--- src/pkg/adcrb_pkg.sv ---
// Constants and carrier types for the converter result register bank.
// Assumes one system clock shared by the converter core and the bus.
`default_nettype none

package adcrb_pkg;

	// ----------------------------------------------------------------
	// Sizes
	// ----------------------------------------------------------------
	localparam int unsigned NUM_PAIRS = 3;
	localparam int unsigned RES_W = 10;
	localparam int unsigned IDX_W = 8;
	localparam int unsigned ADDR_W = 10;

	// ----------------------------------------------------------------
	// Register indices (byte address is four times the index)
	// ----------------------------------------------------------------
	localparam logic [7:0] IDX_PAIR15_LOW = 8'h62;
	localparam logic [7:0] IDX_PAIR15_HIGH = 8'h63;
	localparam logic [7:0] IDX_PAIR26_LOW = 8'h64;
	localparam logic [7:0] IDX_PAIR26_HIGH = 8'h65;
	localparam logic [7:0] IDX_PAIR37_LOW = 8'h66;
	localparam logic [7:0] IDX_PAIR37_HIGH = 8'h67;

	// ----------------------------------------------------------------
	// Low-byte field layout and reset values
	// ----------------------------------------------------------------
	localparam int unsigned FLAG_BIT = 0;
	localparam int unsigned FILL_LSB = 1;
	localparam int unsigned FILL_MSB = 5;
	localparam int unsigned RES_LO_LSB = 6;
	localparam logic [4:0] LOW_FILL = 5'h1F;
	localparam logic [9:0] RESULT_RST = 10'h000;
	localparam logic FLAG_RST = 1'b0;
	localparam logic [31:0] DAT_ZERO = 32'h0000_0000;

	// Converter write carrier: strobe, pair number, ten-bit result
	typedef struct packed {
		logic wr;
		logic [1:0] pair;
		logic [9:0] data;
	} adcrb_conv_s;

endpackage : adcrb_pkg

`default_nettype wire

--- src/hw/adcrb_bank.sv ---
// Read-only converter result register bank behind a classic Wishbone slave.
// Assumes the converter core posts results on clk_i through conv_i.
//
// What this block does
// - Bits five down to one of every low-byte register always read as ones.
// - Bit zero of each low-byte register shows whether a result is stored for that pair.
// - A converter write into a pair sets that pair's stored flag.
// - A bus read of either byte of a pair clears that pair's stored flag, unless a converter write to that pair sets it on the same edge.
// - Each high-byte register reads the upper eight result bits of its pair.
`default_nettype none

module adcrb_bank
	import adcrb_pkg::*;
(
	input wire logic clk_i,
	input wire logic rst_n_i,
	input wire logic wb_cyc_i,
	input wire logic wb_stb_i,
	input wire logic wb_we_i,
	input wire logic [ADDR_W-1:0] wb_adr_i,
	input wire logic [3:0] wb_sel_i,
	input wire logic [31:0] wb_dat_i,
	output logic [31:0] wb_dat_o,
	output logic wb_ack_o,
	input wire adcrb_conv_s conv_i,
	output logic [NUM_PAIRS-1:0] stored_flags_o
);

	// ----------------------------------------------------------------
	// Pair storage
	// ----------------------------------------------------------------
	logic [9:0] result [NUM_PAIRS];
	logic [NUM_PAIRS-1:0] flag;
	logic [NUM_PAIRS-1:0] rd_clr;
	logic [NUM_PAIRS-1:0] conv_wr;

	// One pair module per channel pair
	for (genvar k = 0; k < NUM_PAIRS; k++) begin : g_pair
		assign conv_wr[k] = conv_i.wr && (conv_i.pair == 2'(k));
		adcrb_pair u_pair (
			.clk_i(clk_i),
			.rst_n_i(rst_n_i),
			.wr_i(conv_wr[k]),
			.data_i(conv_i.data),
			.rd_clr_i(rd_clr[k]),
			.result_o(result[k]),
			.flag_o(flag[k])
		);
	end

	// ----------------------------------------------------------------
	// Bus decode
	// ----------------------------------------------------------------
	logic [IDX_W-1:0] idx;
	logic [IDX_W-1:0] off;
	logic hit;
	logic [1:0] sel_pair;
	logic sel_high;
	logic take;
	logic [7:0] rd_byte;

	// Index, pair and byte selection for the current request
	always_comb begin
		idx = wb_adr_i[ADDR_W-1:2];
		off = idx - IDX_PAIR15_LOW;
		hit = (idx >= IDX_PAIR15_LOW) && (idx <= IDX_PAIR37_HIGH);
		sel_pair = off[2:1];
		sel_high = off[0];
		take = wb_cyc_i && wb_stb_i && !wb_ack_o;
		rd_byte = 8'h00;
		if (hit && sel_pair < 2'(NUM_PAIRS)) begin
			if (sel_high) begin
				rd_byte = result[sel_pair][9:2];
			end else begin
				rd_byte[7:RES_LO_LSB] = result[sel_pair][1:0];
				rd_byte[FILL_MSB:FILL_LSB] = LOW_FILL;
				rd_byte[FLAG_BIT] = flag[sel_pair];
			end
		end
	end

	// Read side effect: clear the addressed pair's flag once per access
	// Writes never clear; the answer still shows the flag from before the clear
	always_comb begin
		rd_clr = '0;
		for (int k = 0; k < NUM_PAIRS; k++) begin
			if (take && !wb_we_i && hit && sel_pair == 2'(k)) begin
				rd_clr[k] = 1'b1;
			end
		end
	end

	// ----------------------------------------------------------------
	// Answer registers
	// ----------------------------------------------------------------
	logic ack_reg;
	logic ack_next;
	logic [31:0] dat_reg;
	logic [31:0] dat_next;
	logic [NUM_PAIRS-1:0] flags_reg;
	logic [NUM_PAIRS-1:0] flags_next;

	// One-cycle ack; writes and unmapped reads answer with zero data
	always_comb begin
		ack_next = take;
		dat_next = dat_reg;
		if (take) begin
			dat_next = DAT_ZERO;
			if (!wb_we_i) begin
				dat_next[7:0] = rd_byte;
			end
		end
		flags_next = flag;
	end

	// Registers
	always_ff @(posedge clk_i or negedge rst_n_i) begin
		if (!rst_n_i) begin
			ack_reg <= 1'b0;
			dat_reg <= DAT_ZERO;
			flags_reg <= '0;
		end else begin
			ack_reg <= ack_next;
			dat_reg <= dat_next;
			flags_reg <= flags_next;
		end
	end

	assign wb_ack_o = ack_reg;
	assign wb_dat_o = dat_reg;
	assign stored_flags_o = flags_reg;

	// ----------------------------------------------------------------
	// Assertions
	// ----------------------------------------------------------------
	// Assertion helpers: a taken read of a low or a high byte
	logic low_rd;
	logic high_rd;
	assign low_rd = take && !wb_we_i && hit && !sel_high;
	assign high_rd = take && !wb_we_i && hit && sel_high;

	for (genvar k = 0; k < NUM_PAIRS; k++) begin : g_chk

	end
endmodule : adcrb_bank

`default_nettype wire

--- src/hw/adcrb_pair.sv ---
// One result register pair: ten-bit result and its stored flag.
// Assumes write and read-clear strobes are one-cycle pulses on clk_i.
`default_nettype none

module adcrb_pair
	import adcrb_pkg::*;
(
	input wire logic clk_i,
	input wire logic rst_n_i,
	input wire logic wr_i,
	input wire logic [9:0] data_i,
	input wire logic rd_clr_i,
	output logic [9:0] result_o,
	output logic flag_o
);

	logic [9:0] result_reg;
	logic [9:0] result_next;
	logic flag_reg;
	logic flag_next;

	// ----------------------------------------------------------------
	// Next state
	// ----------------------------------------------------------------
	// A new result sets the flag; a read clears it, set wins
	always_comb begin
		result_next = result_reg;
		flag_next = flag_reg;
		if (rd_clr_i) begin
			flag_next = 1'b0;
		end
		if (wr_i) begin
			result_next = data_i;
			flag_next = 1'b1;
		end
	end

	// Registers
	always_ff @(posedge clk_i or negedge rst_n_i) begin
		if (!rst_n_i) begin
			result_reg <= RESULT_RST;
			flag_reg <= FLAG_RST;
		end else begin
			result_reg <= result_next;
			flag_reg <= flag_next;
		end
	end

	assign result_o = result_reg;
	assign flag_o = flag_reg;

endmodule : adcrb_pair

`default_nettype wire

--- config.mk ---
export PLATFORM = sky130hd
export DESIGN_NAME = adcrb_bank
export DESIGN_NICKNAME = d
export VERILOG_FILES = /design/src/pkg/adcrb_pkg.sv /design/src/hw/adcrb_bank.sv /design/src/hw/adcrb_pair.sv
export SDC_FILE = /design/constraint.sdc
export NUM_CORES = 1
export LEC_CHECK = 0
export BUFFER_PORTS_ARGS = -buffer_cell sky130_fd_sc_hd__buf_4
export CORE_MARGIN = 2
export CORE_UTILIZATION = 47
export DETAILED_ROUTE_END_ITERATION = 10
export PLACE_DENSITY = 0.89
export SKIP_LAST_GASP = 1
export SYNTH_ARGS = -nofsm -noshare
export SYNTH_HDL_FRONTEND = slang
export SYNTH_SLANG_ARGS = --single-unit
--- constraint.sdc ---
create_clock -name clk_i -period 1.7 [get_ports clk_i]
set_input_delay 0.255 -clock clk_i [delete_from_list [all_inputs] [get_ports clk_i]]
set_output_delay 0.255 -clock clk_i [all_outputs]
set_load 0.01 [all_outputs]
==> run_results.csv, run 1 <==
group,metric,value,unit
die,die_h,72.6,um
synthesis,ys_top_cells_by_area,"dfrtp_1 (51%), mux2_2 (19%), buf_4 (8.2%)",
timing,tns,0,ps
timing,finalWorstPathRequiredPeriod,1510,ps
die,initial_core_util,49.7,%
placed_design,hpwl,3050,um
timing,rsz0062_at_grt,"no",
worst_setup_path,crit_required,1930,ps
global_routing,grt_overflow_total,0,
routing,drt_iter0_drc,75,
clocking,clock-sinks,45,
die,core,4440,um^2
clocking,numCtsBuffers,5,
synthesis,synth_commonest_cells,"dfrtp_1 (45), mux2_2 (37), buf_4 (24)",
die,die_w,72.6,um
synthesis,yosys_most_used_dff,"dfrtp_1",
synthesis,synth_area_leader_cell,"dfrtp_1",
synthesis,synth_cell_type_count,23,
pwr,finalPower,2.66,mW
timing,finalWorstSetupSlack,194,ps
finish,n_fill_cell,359,
clocking,cts_tree,"yes",
synthesis,ys_seq_area_share,51.0,%
routing,routed_wl,4250,um
timing,fmax,664,MHz
synthesis,synth_top_area_share,51.0,%
finish,num_antenna_cells,0,
synthesis,synth_enable_flop_cells,0,
synthesis,syn_area_per_cell,13.6,um^2
synthesis,async_flop_share,100,%
global_routing,grt_max_degree,46,
timing,finalCritPeriodShare,88.6,%
worst_setup_path,arrival,1740,ps
clocking,cts.repair.resized,0,
die,fp-row-count,24,
die,pin_count,100,
clocking,cts.root.buffer_cell,"clkbuf_8",
run_status,outcome,"completed",
routing,wl_per_cell,16.2,um
clocking,htreeDepth,2,
timing,drv_slew,0,
die,die_area,5270,um^2
clocking,clk_pin_slew,80,ps
global_routing,grt.total_usage,17.5,%
worst_setup_path,path_max_fanout,8,
finish,syn2layout_area_growth,20.6,%
routing,ant_nets,0,
timing,slew_headroom,62.8,%
worst_setup_path,startpoint_type,"flip-flop",
timing,tightest_slew,558,ps
run,max-cap-violations,0,
routing,drc,0,
timing,hold_viol,0,
routing,dr.pass1.iters,4,
routing,vias,1412,
worst_setup_path,critPathKind,"flip-flop to flip-flop",
pwr,peakVddDrop,0.567,mV
synthesis,synthCells,163,
timing,final-setup-viol-count,0,
finish,nNetsFinal,278,
placed_design,port_buffers,37,
routing,vias_per_cell,5.37,
synthesis,ys_warn_count,0,
hold_path,hold_class,"primary input to flip-flop",
worst_setup_path,worstSetupEndpointType,"flip-flop",
clocking,worstSkewPairLatency,290,ps
synthesis,ys_seq_elements,45,
global_routing,grt_pass1_vias,1465,
pwr,p_leak,1.23,nW
pwr,p_per_area,999,nW/um^2
global_routing,antenna_found_initial,0,
timing,finClkSkew,4.22,ps
global_routing,grt_pass1_wl,6960,um
clocking,cts_buffer_depth,2,
placed_design,gp_congestion,0.767,
finish,drive_gt1_share,46.9,%
synthesis,synth.most_common_cell,"dfrtp_1",
synthesis,synthesis.area,2210,um^2
placed_design,pre_cts_slack,-48.8,ps
cells by family after synthesis:
kind of cell               after synthesis  synth area share (%)
adders and majority gates                4                  2.27
muxes                                   41                  22.4
DFF                                     45                  51.0
and+or+nand+nor                         17                  6.34
AOI/OAI and AO/OA                       19                  7.70
other                                    1                 0.170
buffers and inverters                   36                  10.2
metal layers:
layer / global-route usage, % / wire, um / vias to the layer above / share of wire (%)
li1: - / - / 638 / -
met1: 21.3 / 1860 / 718 / 44
met2: 29.9 / 2120 / 49 / 50
met3: 4.44 / 202 / 7 / 4.8
met4: 6.58 / 73 / 0 / 1.7
met5: 0 / 0 / - / 0
worst max-delay path, stage by stage (launching register included):
cell	delay, ps
dfrtp_1	420
or4bb_1	530
nor4_4	150
buf_4	200
a22o_1	140
through the flow:
step	hold slack, ps	cell area, um^2	cells	util (%)
floorplan	-40.6	2340	186	-
global placement	278	2520	254	56.7
detailed placement	283	2520	254	56.7
CTS	193	2660	263	59.9
global route	191	2660	263	59.9
finish	205	2660	263	59.9
where the power goes:
group,switching (mW),internal [mW]
sequential,0.0690,1.21
clock,0.359,0.584
combinational,0.184,0.257
total,0.612,2.05
worst paths after layout:
check                                             start                      endpoint  slack [ps]  cells after the start
worst max-delay path                           wb_ack_o                   wb_dat_o[4]         190                      4
worst min-delay path                          conv_i[2]  g_pair[1].u_pair.result_o[2]         200                      2
worst max register to register                 wb_ack_o                   wb_dat_o[4]         190                      4
worst min register to register  g_pair[1].u_pair.flag_o             stored_flags_o[1]         410                      0
max in group asynchronous                       rst_n_i  g_pair[2].u_pair.result_o[2]         840                      2
min in group asynchronous                       rst_n_i  g_pair[0].u_pair.result_o[6]         490                      2
timing repair:
item | 4_1_cts | 5_1_grt
hold buffers | 1 | 0
hold endpoints to repair | 45 | 0
buffers inserted | 0 | 0
state kept, by name, indices dropped and copies added (netlist names):
register and flops:
g_pair.u_pair.flag_o 3, g_pair.u_pair.result_o 30, stored_flags_o 3, wb_ack_o 1, wb_dat_o 8
area by class of cell:
class / instances / area (um^2) / share of cell area, %
Multi-Input combinational cell: 105 / 957 / 35.9
Tap cell: 52 / 65.1 / 2.44
Timing Repair Buffer: 48 / 363 / 13.6
Inverter: 5 / 18.8 / 0.705
Sequential cell: 45 / 1130 / 42.3
Clock inverter: 3 / 65.1 / 2.44
Clock buffer: 5 / 68.8 / 2.58
cells in the final DEF, fill, tap and decap left out:
master         netlist  routed
buf_4               24      47
dfrtp_1             45      45
mux2_2              37      37
conb_1               1      24
a22o_1              11      11
clkbuf_8             0       5
nand3b_1             4       4
inv_1                5       4
a221o_1              4       4
nand4b_1             3       3
o41ai_1              3       3
mux4_2               3       3
ha_1                 4       3
nand2b_1             2       2
nand2_1              2       2
bufinv_16            0       2
inv_2                0       1
nor3b_1              1       1
or4b_4               1       1
nor2_1               1       1
or4bb_1              1       1
nor4_4               1       1
nor2b_1              1       1
mux2i_1              1       1
o211ai_1             1       1
ha_4                 0       1
clkinv_2             0       1
dlygate4sd3_1        0       1
Note: power is estimated with default switching activity, not from simulation.
==> run 2, diff against run 1 <==
--- a/config.mk
+++ b/config.mk
@@ -5,11 +5,11 @@
 export SDC_FILE = /design/constraint.sdc
 export NUM_CORES = 1
 export LEC_CHECK = 0
-export BUFFER_PORTS_ARGS = -buffer_cell sky130_fd_sc_hd__buf_4
+export BUFFER_PORTS_ARGS = -buffer_cell sky130_fd_sc_hd__buf_2
 export CORE_MARGIN = 2
 export CORE_UTILIZATION = 47
 export DETAILED_ROUTE_END_ITERATION = 10
-export PLACE_DENSITY = 0.89
+export PLACE_DENSITY = 0.8
 export SKIP_LAST_GASP = 1
 export SYNTH_ARGS = -nofsm -noshare
 export SYNTH_HDL_FRONTEND = slang
==> run_results.csv, run 2 (synthesis gave the netlist of run 1 again) <==
group,metric,value,unit
run_status,outcome,"completed",
clocking,cts_hold_buf,1,
die,core,4440,um^2
worst_setup_path,startpoint_type,"flip-flop",
finish,num_antenna_cells,0,
global_routing,grt_max_degree,24,
routing,vias_per_cell,5.18,
timing,finalWorstPathRequiredPeriod,1510,ps
die,initial_core_util,49.7,%
timing,fmax,660,MHz
placed_design,place_area,2440,um^2
die,fp-row-count,24,
clocking,cts_buffer_depth,2,
timing,drv_slew,0,
run,max-cap-violations,0,
global_routing,grt_pass1_vias,1412,
clocking,cts_tree,"yes",
clocking,htreeDepth,2,
placed_design,placedCellCount,256,
die,die_h,72.6,um
pwr,peakVddDrop,0.856,mV
worst_setup_path,r2r-start,"wb_ack_o",
die,die_area,5270,um^2
placed_design,port_buffers,37,
routing,routed_wl,4170,um
routing,wl_per_cell,15.7,um
global_routing,grt.total_usage,17.3,%
timing,final-setup-viol-count,0,
clocking,post-cts-setup-buffers,0,
clocking,numCtsBuffers,5,
worst_setup_path,crit_required,1930,ps
finish,syn2layout_area_growth,14.7,%
worst_setup_path,r2r_slack,190,ps
worst_setup_path,worstSetupEndpointType,"flip-flop",
pwr,p_seq_share,54.7,%
timing,finClkSkew,6.72,ps
finish,nNetsFinal,280,
hold_path,hold_path.startpoint,"conv_i[3]",
global_routing,grt_pass1_wl,6810,um
global_routing,antenna_found_initial,0,
pwr,power.combinational.fraction,18.3,%
clocking,cts.root.buffer_cell,"clkbuf_8",
hold_path,hold_class,"primary input to flip-flop",
timing,hold_viol,0,
timing,finalCritPeriodShare,89.1,%
routing,dr.pass1.iters,4,
clocking,clock-sinks,45,
global_routing,grt_overflow_total,0,
pwr,p_sw,0.592,mW
clocking,worstSkewPairLatency,290,ps
pwr,p_int,1.74,mW
timing,whs,216,ps
finish,stdcell_count,265,
finish,final_area,2530,um^2
worst_setup_path,critPathKind,"flip-flop to flip-flop",
clocking,clk_pin_slew,80,ps
timing,rsz0062_at_grt,"no",
pwr,p_per_area,918,nW/um^2
routing,drc,0,
worst_setup_path,arrival,1750,ps
placed_design,hpwl,3080,um
clocking,cts.repair.resized,0,
worst_setup_path,path_max_fanout,8,
timing,tightest_slew,509,ps
finish,final_common_cell,"dfrtp_1",
die,pin_count,100,
die,die_w,72.6,um
timing,slew_headroom,66.1,%
routing,drt_iter0_drc,44,
finish,largest_register_ffs,30,
pwr,power.share.clock,27.0,%
finish,drive_gt1_share,46.9,%
pwr,switching_share,25.4,%
worst_setup_path,crit_start,"wb_ack_o",
finish,mostFrequentLayoutCells,"dfrtp_1 (45), mux2_2 (37), buf_2 (37)",
routing,ant_nets,0,
routing,vias,1373,
placed_design,gp_congestion,0.730,
pwr,p_leak,1.19,nW
==> run 2: changes by cell type in the layout (fill, tap and decap cells not counted), sizes merged <==
cell    change
clkinv      +1
buf         +2
bufinv      -2
clkbuf      +1
==> run 2: critical path, cell delays in order, from the launching register on <==
cell and delay, ps:
dfrtp_1 420, or4bb_1 540, nor4_4 150, buf_4 210, a22o_1 130
==> run 2: path summary, 6_finish.rpt <==
kind,end,cells past startpoint
worst max register to register,wb_dat_o[7],4
worst min register to register,stored_flags_o[1],0
worst min-delay path,g_pair[0].u_pair.result_o[3],2
worst max-delay path,wb_dat_o[7],4
max in group asynchronous,wb_dat_o[0],3
min in group asynchronous,g_pair[2].u_pair.result_o[3],2
==> run 2: area by class of cell <==
| cell class | count | area (um^2) |
|---|---|---|
| multi-input cells | 105 | 957 |
| fillers | 386 | 1910 |
| clock inverters | 2 | 10.0 |
| flip-flops and latches | 45 | 1130 |
| clock buffers | 6 | 72.6 |
| well taps | 52 | 65.1 |
| inverters | 5 | 18.8 |
| repair buffers | 50 | 285 |
==> run 2: routing by layer <==
layer  track usage [%]  vias to the layer above  share of wire (%)
met1              22.2                      678                 46
met5                 0                        -                  0
met2              28.6                       48                 49
met3              3.75                        4                3.4
li1                  -                      643                  -
met4              6.79                        0                1.1
==> run 2: metrics by stage <==
| step | TNS, ps | total power [mW] | worst slack [ps] | util [%] |
|---|---|---|---|---|
| detailed placement | -173 | 1.73 | -49.4 | 55.0 |
| floorplan | -64.6 | 1.62 | -16.1 | - |
| global placement | -76.9 | 1.69 | -28.6 | 55.0 |
| finish | 0 | 2.33 | 185 | 57.0 |
| CTS | 0 | 2.35 | 174 | 57.0 |
| global route | 0 | 2.46 | 84.5 | 57.0 |
==> run 2: power groups by stage <==
stage	logic (mW)	registers (mW)	clock network [mW]
2_1_floorplan	0.347	1.27	0
4_1_cts	0.431	1.28	0.646
5_1_grt	0.466	1.29	0.704
3_3_place_gp	0.408	1.29	0
6_report	0.425	1.27	0.628
3_5_place_dp	0.429	1.30	0
